File: src/rtl/lfs_pkg.sv
// Constants for the loopback frame builder and self-test reporter
package lfs_pkg;
    // Frame layout, in bytes from the first destination address byte
    localparam int LFS_ADDR_BYTES = 6;
    localparam int LFS_HDR_BYTES = 14;
    localparam int LFS_SAP_BYTES = 3;
    localparam int LFS_TEXT_BYTES = 31;
    localparam int LFS_PAT_BYTES = 1100;
    localparam int LFS_DATA_BYTES = 1134;
    localparam int LFS_FRAME_BYTES = LFS_HDR_BYTES + LFS_DATA_BYTES;
    localparam logic [15:0] LFS_TYPE_LEN = 16'h046e;
    localparam logic [7:0] LFS_SAP0 = 8'h00;
    localparam logic [7:0] LFS_SAP1 = 8'h01;
    localparam logic [7:0] LFS_SAP2 = 8'h3e;
    // Text layout: fixed head, twelve hex digits, fixed tail
    localparam int LFS_TEXT_HEAD = 12;
    localparam int LFS_TEXT_HEX = 12;
    localparam logic [12*8-1:0] LFS_HEAD_STR =
        96'h48_50_33_30_30_30_5f_4e_4f_44_45_5f;
    localparam logic [7*8-1:0] LFS_TAIL_STR = 56'h5f_54_45_53_54_2e_5f;
    localparam logic [7:0] LFS_PAT_START = 8'h00;
    // Failure codes shown on the LEDs H..N
    localparam logic [6:0] LFS_CODE_LOOP = 7'h2e;
    localparam logic [6:0] LFS_CODE_CMD = 7'h7a;
    localparam logic [6:0] LFS_CODE_R0 = 7'h7b;
    localparam logic [6:0] LFS_CODE_STACK = 7'h7c;
    localparam logic [6:0] LFS_CODE_NMI = 7'h7d;
    localparam logic [6:0] LFS_CODE_INT = 7'h7e;
    localparam logic [6:0] LFS_CODE_RESET = 7'h7f;
    // Indicator flash half period
    localparam int LFS_CLK_MHZ = 100;
    localparam int LFS_FLASH_HALF_MS = 250;
    localparam int LFS_FLASH_CYCLES = LFS_FLASH_HALF_MS * 1000 * LFS_CLK_MHZ;
    // Reporter states
    typedef enum logic [1:0] {
        LFS_ST_IDLE = 2'b00,
        LFS_ST_RUN = 2'b01,
        LFS_ST_FAIL = 2'b10
    } lfs_state_e;
endpackage

File: src/rtl/lfs_frame_gen.sv
// Loopback test frame byte generator
module lfs_frame_gen
    import lfs_pkg::*;
(
    input wire logic ref_clk, // 100 MHz clock
    input wire logic rst_b, // Async reset, active low
    input wire logic [47:0] station_addr, // Own station address
    input wire logic start, // Pulse: begin one frame
    input wire logic tx_ready, // Network controller takes byte
    output logic tx_valid, // Byte on tx_data is valid
    output logic [7:0] tx_data, // Frame byte
    output logic tx_last, // Last byte of frame
    output logic busy // Frame in progress
);

    typedef struct packed {
        logic busy;
        logic [10:0] idx;
        logic [7:0] data;
        logic last;
    } lfs_gen_s;

    lfs_gen_s st_reg;
    lfs_gen_s st_next;

    ////////////////////////////////////////////////////////////////////////
    // Nibble to upper-case ASCII hex digit
    function automatic logic [7:0] hex_char(input logic [3:0] n);
        hex_char = (n < 4'ha) ? (8'h30 + {4'h0, n}) : (8'h37 + {4'h0, n});
    endfunction

    // Frame byte at a given index
    function automatic logic [7:0] frame_byte(input logic [10:0] i,
                                              input logic [47:0] a);
        int k;
        k = int'(i);
        frame_byte = 8'h00;
        if (k < LFS_ADDR_BYTES) begin
            frame_byte = a[47 - 8*k -: 8];
        end else if (k < 2*LFS_ADDR_BYTES) begin
            frame_byte = a[47 - 8*(k - LFS_ADDR_BYTES) -: 8];
        end else if (k == 2*LFS_ADDR_BYTES) begin
            frame_byte = LFS_TYPE_LEN[15:8];
        end else if (k == 2*LFS_ADDR_BYTES + 1) begin
            frame_byte = LFS_TYPE_LEN[7:0];
        end else if (k < LFS_HDR_BYTES + LFS_SAP_BYTES) begin
            k = k - LFS_HDR_BYTES;
            frame_byte = (k == 0) ? LFS_SAP0 :
                         (k == 1) ? LFS_SAP1 : LFS_SAP2;
        end else if (k < LFS_HDR_BYTES + LFS_SAP_BYTES + LFS_TEXT_BYTES) begin
            k = k - LFS_HDR_BYTES - LFS_SAP_BYTES;
            if (k < LFS_TEXT_HEAD) begin
                frame_byte = LFS_HEAD_STR[95 - 8*k -: 8];
            end else if (k < LFS_TEXT_HEAD + LFS_TEXT_HEX) begin
                frame_byte = hex_char(a[47 - 4*(k - LFS_TEXT_HEAD) -: 4]);
            end else begin
                k = k - LFS_TEXT_HEAD - LFS_TEXT_HEX;
                frame_byte = LFS_TAIL_STR[55 - 8*k -: 8];
            end
        end else begin
            k = k - LFS_HDR_BYTES - LFS_SAP_BYTES - LFS_TEXT_BYTES;
            frame_byte = LFS_PAT_START + k[7:0];
        end
    endfunction

    ////////////////////////////////////////////////////////////////////////
    // Next state: load first byte on start, advance on each accepted byte
    always_comb begin
        st_next = st_reg;
        if (!st_reg.busy) begin
            if (start) begin
                st_next.busy = 1'b1;
                st_next.idx = 11'd0;
                st_next.data = frame_byte(11'd0, station_addr);
                st_next.last = 1'b0;
            end
        end else if (tx_ready) begin
            if (st_reg.last) begin
                st_next.busy = 1'b0;
                st_next.last = 1'b0;
            end else begin
                st_next.idx = st_reg.idx + 11'd1;
                st_next.data = frame_byte(st_next.idx, station_addr);
                st_next.last = (int'(st_next.idx) == LFS_FRAME_BYTES - 1);
            end
        end
    end

    // State register
    always_ff @(posedge ref_clk or negedge rst_b) begin
        if (!rst_b) begin
            st_reg <= '0;
        end else begin
            st_reg <= st_next;
        end
    end

    // Preamble and check sequence are added by the network controller
    assign tx_valid = st_reg.busy;
    assign tx_data = st_reg.data;
    assign tx_last = st_reg.last;
    assign busy = st_reg.busy;

endmodule // lfs_frame_gen

File: src/rtl/lfs_selftest.sv
// Self-test failure reporter and loopback frame control
module lfs_selftest
    import lfs_pkg::*;
#(
    parameter int FLASH_CYCLES = LFS_FLASH_CYCLES // Indicator half period
) (
    input wire logic ref_clk, // 100 MHz clock
    input wire logic rst_b, // Async reset, active low
    input wire logic [47:0] station_addr, // Address from station PROM
    input wire logic test_start, // Pulse: processor begins self-test
    input wire logic [6:0] subtest_code, // Running subtest number
    input wire logic subtest_valid, // Pulse: subtest_code updated
    input wire logic test_done, // Pulse: whole sequence passed
    input wire logic cmd_clear_fail, // Pulse: command word not cleared
    input wire logic result_bit0_bad, // Pulse: result register bit 0 bad
    input wire logic stack_underflow, // Pulse: processor stack underflow
    input wire logic nmi_unexpected, // Pulse: unexpected NMI
    input wire logic irq_unexpected, // Pulse: unexpected interrupt
    input wire logic loop_start, // Pulse: begin medium loopback
    input wire logic loop_ok, // Pulse: frame came back intact
    input wire logic loop_bad, // Pulse: frame lost or corrupt
    input wire logic test_switch_b, // Pin: reset switch, low = pressed
    input wire logic mau_present, // Pin: transceiver attached
    input wire logic tx_ready, // Network controller takes byte
    output logic tx_valid, // Frame byte valid
    output logic [7:0] tx_data, // Frame byte
    output logic tx_last, // Last frame byte
    output logic [6:0] code_led, // LEDs H..N, bit 6 is H
    output logic self_test_indicator_led, // Indicator LED, lit = 1
    output logic restart_test, // Pulse: rerun self-test
    output logic failed // Failure code latched
);

    typedef struct packed {
        lfs_state_e state;
        logic [6:0] code;
        logic ind;
        logic [31:0] flash_cnt;
        logic sw_s1;
        logic sw_s2;
        logic mau_s1;
        logic mau_s2;
        logic restart;
        logic gen_go;
    } lfs_top_s;

    lfs_top_s st_reg;
    lfs_top_s st_next;
    logic gen_busy;

    ////////////////////////////////////////////////////////////////////////
    // Frame generator for the medium loopback subtest
    lfs_frame_gen u_gen (
        .ref_clk(ref_clk),
        .rst_b(rst_b),
        .station_addr(station_addr),
        .start(st_reg.gen_go),
        .tx_ready(tx_ready),
        .tx_valid(tx_valid),
        .tx_data(tx_data),
        .tx_last(tx_last),
        .busy(gen_busy)
    );

    ////////////////////////////////////////////////////////////////////////
    // Next state: synchronise pins, track progress, latch failures
    always_comb begin
        st_next = st_reg;
        st_next.sw_s1 = ~test_switch_b;
        st_next.sw_s2 = st_reg.sw_s1;
        st_next.mau_s1 = mau_present;
        st_next.mau_s2 = st_reg.mau_s1;
        st_next.restart = 1'b0;
        st_next.gen_go = 1'b0;
        case (st_reg.state)
            LFS_ST_IDLE: begin
                // Code and indicator hold: 7F after reset, 00 after a pass
                if (test_start) begin
                    st_next.state = LFS_ST_RUN;
                    st_next.flash_cnt = 32'd0;
                end
            end
            LFS_ST_RUN: begin
                // Indicator flashes while the sequence progresses
                if (int'(st_reg.flash_cnt) >= FLASH_CYCLES - 1) begin
                    st_next.flash_cnt = 32'd0;
                    st_next.ind = ~st_reg.ind;
                end else begin
                    st_next.flash_cnt = st_reg.flash_cnt + 32'd1;
                end
                if (subtest_valid) begin
                    st_next.code = subtest_code;
                end
                // Failure priority: lowest of codes 7A..7E wins, loopback code 2E comes last
                if (cmd_clear_fail) begin
                    st_next.code = LFS_CODE_CMD;
                    st_next.state = LFS_ST_FAIL;
                end else if (result_bit0_bad) begin
                    st_next.code = LFS_CODE_R0;
                    st_next.state = LFS_ST_FAIL;
                end else if (stack_underflow) begin
                    st_next.code = LFS_CODE_STACK;
                    st_next.state = LFS_ST_FAIL;
                end else if (nmi_unexpected) begin
                    st_next.code = LFS_CODE_NMI;
                    st_next.state = LFS_ST_FAIL;
                end else if (irq_unexpected) begin
                    st_next.code = LFS_CODE_INT;
                    st_next.state = LFS_ST_FAIL;
                end else if (loop_start && !st_reg.mau_s2) begin
                    st_next.code = LFS_CODE_LOOP;
                    st_next.state = LFS_ST_FAIL;
                end else if (loop_bad) begin
                    st_next.code = LFS_CODE_LOOP;
                    st_next.state = LFS_ST_FAIL;
                end else if (loop_start && !gen_busy) begin
                    st_next.code = LFS_CODE_LOOP;
                    st_next.gen_go = 1'b1;
                end else if (test_done || loop_ok) begin
                    if (st_reg.sw_s2) begin
                        st_next.restart = 1'b1;
                        st_next.flash_cnt = 32'd0;
                    end else begin
                        st_next.state = LFS_ST_IDLE;
                        st_next.code = 7'h00;
                    end
                end
                if (st_next.state == LFS_ST_FAIL) begin
                    st_next.ind = 1'b1;
                end
                if (st_next.state == LFS_ST_IDLE) begin
                    st_next.ind = 1'b0;
                end
            end
            LFS_ST_FAIL: begin
                // Code and steady indicator hold until the next reset
                st_next.ind = 1'b1;
            end
            default: begin
                st_next.state = LFS_ST_IDLE;
            end
        endcase
    end

    // State register
    always_ff @(posedge ref_clk or negedge rst_b) begin
        if (!rst_b) begin
            st_reg.state <= LFS_ST_IDLE;
            st_reg.code <= LFS_CODE_RESET;
            st_reg.ind <= 1'b1;
            st_reg.flash_cnt <= 32'd0;
            st_reg.sw_s1 <= 1'b0;
            st_reg.sw_s2 <= 1'b0;
            st_reg.mau_s1 <= 1'b0;
            st_reg.mau_s2 <= 1'b0;
            st_reg.restart <= 1'b0;
            st_reg.gen_go <= 1'b0;
        end else begin
            st_reg <= st_next;
        end
    end

    // Outputs from state flip-flops; failed is a decode of the state register
    assign code_led = st_reg.code;
    assign self_test_indicator_led = st_reg.ind;
    assign restart_test = st_reg.restart;
    assign failed = (st_reg.state == LFS_ST_FAIL);

endmodule // lfs_selftest

File: config.mk
export PLATFORM = sky130hd
export DESIGN_NAME = lfs_selftest
export DESIGN_NICKNAME = d
export VERILOG_FILES = /design/src/rtl/lfs_pkg.sv /design/src/rtl/lfs_frame_gen.sv /design/src/rtl/lfs_selftest.sv
export SDC_FILE = /design/constraint.sdc
export NUM_CORES = 1
export LEC_CHECK = 0
export BUFFER_PORTS_ARGS = -buffer_cell sky130_fd_sc_hd__buf_4
export CORE_MARGIN = 2
export CORE_UTILIZATION = 55
export CTS_CLUSTER_DIAMETER = 100
export DETAILED_ROUTE_END_ITERATION = 8
export PLACE_DENSITY = 0.77
export SETUP_SLACK_MARGIN = 0.15
export SKIP_CTS_REPAIR_TIMING = 1
export SKIP_LAST_GASP = 1
export SYNTH_ARGS = -nofsm -noshare
export SYNTH_HDL_FRONTEND = slang
export SYNTH_SLANG_ARGS = --single-unit
File: constraint.sdc
create_clock -name ref_clk -period 10.5 [get_ports ref_clk]
set_input_delay 0.525 -clock ref_clk [delete_from_list [all_inputs] [get_ports ref_clk]]
set_output_delay 0.525 -clock ref_clk [all_outputs]
set_load 0.02 [all_outputs]
After elaboration in Yosys (flattened, before gate mapping) --
Cells that the tools add are included.
Storage, ports and cells: register bits 69, input port bits 71, word-level logic and storage cells 133
Cells by class: add/subtract/negate cells 15, order comparisons 8, eq/ne operators 11, shift operators 5, muxes and demuxes 61, bitwise gates (word level) 3, reductions and logical operators 16
Operator list (count):
- 32-bit 2-to-1 mux | 12
- 55-bit by 32-bit indexed part select with 8-bit output | 2
- 103-bit by 32-bit indexed part select with 8-bit output (first input constant) | 1
- 7-bit by 32-bit subtractor with 32-bit output (first input constant) | 3
- 9-bit 2-to-1 mux | 10
- 8-bit 2-to-1 mux | 10
- 32-bit case mux with 2 select lines | 1
- 21-bit 2-to-1 mux | 3
- 63-bit by 32-bit indexed part select with 8-bit output (first input constant) | 1
- 51-bit by 32-bit indexed part select with 4-bit output | 1
- 32-bit by 1-bit adder with 32-bit output (second input constant) | 1
- 32-bit by 26-bit greater-or-equal comparator with 1-bit output (second input constant) | 1
- 32-bit logical NOT | 1
- 32-bit by 5-bit less-than comparator with 1-bit output (second input constant) | 1
- 32-bit by 6-bit less-than comparator with 1-bit output (second input constant) | 1
- 8-bit by 32-bit subtractor with 32-bit output (first input constant) | 1
- 30-bit by 5-bit subtractor with 30-bit output (second input constant) | 1
- 29-bit by 5-bit subtractor with 29-bit output (second input constant) | 1
- 11-bit by 5-bit == test with 1-bit output (second input constant) | 2
- 2-bit 2-to-1 mux | 10
- 19-bit 2-to-1 mux | 1
- 6-bit by 14-bit subtractor with 15-bit output (first input constant) | 1
- 6-bit by 4-bit adder with 7-bit output (first input constant) | 2
- 7-bit 2-to-1 mux | 2
- 28 further kinds | 49

Depth between registers and ports, before layout --
depth in word-level cells 19, gate-level depth with buffers 26, mapped depth without buffers 23

Cells and area by module --
A second synthesis with hierarchy kept.
Unflattened totals: cell total of the unflattened synthesis 881, area total of the unflattened synthesis 7427.1 µm²
Modules (own cells, without submodules):
- lfs_frame_gen | times used 1, cells each 562, area each 4476.8 µm²
- lfs_selftest | times used 1, cells each 319, area each 2950.3 µm²

Worst setup path after synthesis --
No wires, ideal clock.
kind reg-to-reg, from register u_gen.st_reg[9] (netlist bit), to register u_gen.st_reg, in the netlist u_gen.tx_data[2], arrival time 5432 ps, setup slack 4981 ps, cell stages (with the launch flop) 26, period minus slack after synthesis 5519 ps, path through dfrtp_1 -> buf_4 -> inv_2 -> ha_1 -> inv_1 -> clkbuf_1 -> clkbuf_1 -> ha_1 -> clkbuf_1 -> a21oi_1 -> xnor2_2 -> inv_2 -> ha_1 -> clkbuf_1 -> nand2_1 -> a21oi_1 -> nor3_1 -> xor2_1 -> or2_2 -> ha_1 -> inv_1 -> or3_1 -> o22a_1 -> a311oi_1 -> a22oi_1 -> a22oi_1
On the way: cells in the longest elaborated chain, start to end 19, elaborated cells between the ends (all ways) 44, classes of those cells 14 x add/sub; 7 x order compare; 3 x eq/ne; 5 x shift; 14 x mux; 1 x reduce/logical
RTL lines:
- start, declared | RTL line lfs_frame_gen.sv:23 | lfs_gen_s st_reg;
- start signal, assigned | RTL line lfs_frame_gen.sv:94 | st_reg <= st_next;
- 11-bit by 1-bit adder with 11-bit output * | RTL line lfs_frame_gen.sv:82 | st_next.idx = st_reg.idx + 11'd1;
- branches (longest 14 deep; another with 7-bit by 32-bit subtractor with 32-bit output)
- 8-bit 2-to-1 mux * | RTL line lfs_frame_gen.sv:38 | if (k < LFS_ADDR_BYTES) begin
- 19-bit 2-to-1 mux * | RTL line lfs_frame_gen.sv:78 | if (st_reg.last) begin
- 21-bit 2-to-1 mux * | RTL line lfs_frame_gen.sv:77 | end else if (tx_ready) begin
- 21-bit 2-to-1 mux * | RTL line lfs_frame_gen.sv:70 | if (!st_reg.busy) begin
Every way passes the cells marked *. The select of a mux whose other input is x is not followed. A chain may end at the register's enable or synchronous reset.

Worst setup path in the final report --
Same ends and word-level chain as after synthesis.

==> impl_metrics.env <==
export IMPL_cts_clk_slew_worst_paths_ns=0.06
export IMPL_cts_root_buf="clkbuf_16"
export IMPL_r2r_start="u_gen.st_reg[9]"
export IMPL_fin_crit_ns=6.697
export IMPL_worst_ep_required_time_ns=10.75
export IMPL_critical_path_slowest_cell="buf_4"
export IMPL_cts_tree="built"
export IMPL_power_total_mw=2.578
export IMPL_hold_viol_final=0
export IMPL_worst_pin_slew_ns=1.070
export IMPL_synth_nets=982
export IMPL_r2r_end="u_gen.tx_data[2]"
export IMPL_grt_pass1_vias=6864
export IMPL_synth_area_per_cell_um2=8.143
export IMPL_die_height_um=119.0
export IMPL_largest_reg_flops=37
export IMPL_path_max_fanout=59
export IMPL_place_congestion=1.006
export IMPL_setup_viol=0
export IMPL_coreArea_um2=13090
export IMPL_post_route_util_pct=62.41
export IMPL_crit_path_start_kind="flip-flop"
export IMPL_final_max_slew_viol_count=0
export IMPL_finalClockSkew_ns=0.008074
export IMPL_max_stage_delay_ns=0.58
export IMPL_hold_class="in2async"
export IMPL_path_delay_family="compound AO/OA/AOI/OAI gates"
export IMPL_initial_core_util_pct=55.63
export IMPL_fp_dieW_um=119.0
export IMPL_critical_path_class="reg2reg"
export IMPL_synth_edf_count=0
export IMPL_cts_buffers=9
export IMPL_cpMostUsedCell="ha_1"
export IMPL_cp_arrival_ns=6.95
export IMPL_drc=0
export IMPL_ys_ff_latch=69
export IMPL_grt_overflow_total=0
export IMPL_dieArea_um2=14170
export IMPL_cp_num_cells=22
export IMPL_synth_cell_types=97
export IMPL_path_cells="buf_4 -> ha_1 -> nand2b_1 -> nand2_1 -> inv_2 -> ha_1 -> a21oi_1 -> xnor2_2 -> inv_2 -> ha_1 -> nor3_1 -> a311o_1 -> nor3_1 -> xor2_1 -> or2_2 -> ha_1 -> inv_1 -> or3_1 -> o22a_1 -> a311oi_1 -> a22oi_1 -> a22oi_1"
export IMPL_critPathCapture="u_gen.tx_data[2]"
export IMPL_final_nets=1018
export IMPL_fmax_mhz=149.3
export IMPL_rows=42
export IMPL_antenna_found_initial=0
export IMPL_dp_hpwl_um=15580
export IMPL_rr_worst_depth=22
export IMPL_leakagePower_nw=3.350
export IMPL_clock_sinks=69
export IMPL_seq_area_frac_synth_pct=23.86
export IMPL_layout_drive_gt1_share_pct=20.45
export IMPL_drt_iter0_drc=1035
export IMPL_synth_main_ff_cell="dfrtp_1"
export IMPL_vias_per_cell=6.733
export IMPL_num_vias=7474
export IMPL_syn_area_um2=7279
export IMPL_grt_max_degree=70
export IMPL_yosys_warnings=0
export IMPL_htreeDepth=3
export IMPL_postSynthCellCount=894
export IMPL_io_buffers=90
export IMPL_r2r_slack_ns=3.80
export IMPL_slew_headroom_pct=28.15
export IMPL_period_share_pct=63.78
export IMPL_rsz0062_at_grt="no"
export IMPL_tns_ns=0
export IMPL_diodes=0
export IMPL_clk_latency_ns=0.34
export IMPL_p_per_area_nw_per_um2=315.7
export IMPL_drt_pass1_iter_count=6
export IMPL_synthToLayoutAreaGrowth_pct=12.19
export IMPL_drv_cap=0
export IMPL_wl_per_cell_um=19.39
export IMPL_outcome="finished, final reports clean"
export IMPL_track_usage_pct=30.78
export IMPL_wirelength_um=21530
export IMPL_synthArstFlopShare_pct=100.0
export IMPL_postRouteAntennaNets=0
export IMPL_crit_buf_inv=4
export IMPL_endpoint_kind="flip-flop"
export IMPL_ir_worst_vdd_v=0.0001836
export IMPL_startpoint="u_gen.st_reg[9]"
export IMPL_boundaryPins=91
export IMPL_cts_buffer_depth=2
export IMPL_grt_first_pass_wirelength_um=35580
[metal layers]
layer | GRT usage, % | vias up | part of all wire (%)
met5 | 0 | - | 0
met2 | 45.94 | 427 | 44
li1 | - | 3459 | -
met3 | 7.807 | 46 | 12
met4 | 6.994 | 0 | 2.0
met1 | 44.94 | 3542 | 42
[cell usage after synthesis, types with 17 or more instances]
library cell	count	area, um2
a31oi_1	17	106.4
nand2b_1	18	112.6
inv_1	19	71.32
nor3_1	26	130.1
and3_1	27	168.9
mux4_2	23	518.0
buf_4	20	150.1
clkbuf_1	36	135.1
a21oi_1	42	210.2
ha_1	17	212.7
xnor2_1	20	175.2
nor2_1	71	266.5
mux2i_1	18	180.2
dfrtp_1	61	1526
nand2_1	78	292.8
nand3_1	44	220.2
o21ai_0	90	450.4
o31ai_1	22	165.2
[cells by family (layout without fill, tap and decap cells)]
group | Yosys count | in the layout | share of synthesized area, %
simple gates | 341 | 341 | 24.30
mux | 52 | 52 | 11.38
fa+ha+maj | 17 | 17 | 2.922
flops | 69 | 69 | 23.86
buf+inv | 98 | 138 | 6.411
compound gates | 287 | 287 | 26.66
xor+xnor | 30 | 30 | 4.469
[stage by stage]
| step | hold WS [ns] | instance area, um2 | worst slack [ns] | cells |
|---|---|---|---|---|
| after floorplan | 0.2294 | 7279 | 4.981 | 894 |
| after global placement | 0.3334 | 7875 | 4.062 | 1095 |
| after detailed placement | 0.3364 | 7875 | 3.933 | 1095 |
| after CTS | 0.2856 | 8167 | 3.877 | 1110 |
| after global routing | 0.2846 | 8167 | 3.317 | 1110 |
| final | 0.2900 | 8167 | 3.803 | 1110 |
[worst reg2reg max path, stage by stage, from the launching register on]
cell	delay, ns
dfrtp_2	0.34
buf_4	0.58
ha_1	0.41
nand2b_1	0.24
nand2_1	0.37
inv_2	0.30
ha_1	0.35
a21oi_1	0.50
xnor2_2	0.26
inv_2	0.19
ha_1	0.52
nor3_1	0.11
a311o_1	0.33
nor3_1	0.18
xor2_1	0.47
or2_2	0.21
ha_1	0.15
inv_1	0.05
or3_1	0.37
o22a_1	0.19
a311oi_1	0.24
a22oi_1	0.10
a22oi_1	0.16
[power by group]
part,internal [mW],switching [mW]
Sequential,0.318,0.0512
Clock,0.189,0.115
Combinational,0.717,1.19
[area by class of cell]
cell class | count | area (um2)
repair buffers | 100 | 750.7
multi-input cells | 727 | 5080
well taps | 176 | 220.2
clock buffers | 11 | 242.7
clock inverters | 4 | 48.80
inverters | 23 | 86.33
fillers | 1172 | 4918
flip-flops and latches | 69 | 1738
[how the worst min path moves through the flow]
| stage | startpoint | endpoint | cells past startpoint |
|---|---|---|---|
| floorplan | rst_b | restart_test | 0 |
| global placement | st_next[4] | st_reg[4] | 0 |
| detailed placement | st_next[2] | st_reg[2] | 0 |
| CTS | mau_present | st_next[2] | 1 |
| global route | mau_present | st_next[2] | 1 |
| finish | rst_b | st_reg[8] | 1 |
[cell usage in the layout (no fill, tap or decap), types with 5 or more instances in the layout]
| cell type | Yosys | layout |
|---|---|---|
| nor3_1 | 26 | 26 |
| and3_1 | 27 | 27 |
| o211ai_1 | 10 | 10 |
| a31oi_1 | 17 | 17 |
| or3_1 | 5 | 5 |
| xnor2_1 | 20 | 20 |
| dfstp_2 | 8 | 8 |
| a221o_1 | 5 | 5 |
| mux2i_1 | 18 | 17 |
| clkbuf_16 | 0 | 9 |
| a22oi_1 | 7 | 7 |
| a21oi_1 | 42 | 42 |
| dfrtp_1 | 61 | 60 |
| nand4_1 | 9 | 9 |
| or4_1 | 7 | 7 |
| and2_1 | 8 | 8 |
| nor4_1 | 11 | 11 |
| nand2_1 | 78 | 78 |
| inv_1 | 19 | 19 |
| nor2_1 | 71 | 71 |
| buf_4 | 20 | 100 |
| nand2b_1 | 18 | 18 |
| o21ai_0 | 90 | 90 |
| nor2b_1 | 9 | 9 |
| nand3_1 | 44 | 44 |
| o31ai_1 | 22 | 22 |
| xor2_1 | 5 | 5 |
| ha_1 | 17 | 17 |
| o21a_1 | 8 | 8 |
| a211oi_1 | 7 | 7 |
| mux2_2 | 9 | 9 |
| a21o_1 | 10 | 10 |
| mux4_2 | 23 | 23 |
Note: power is estimated with default switching activity, not from simulation.
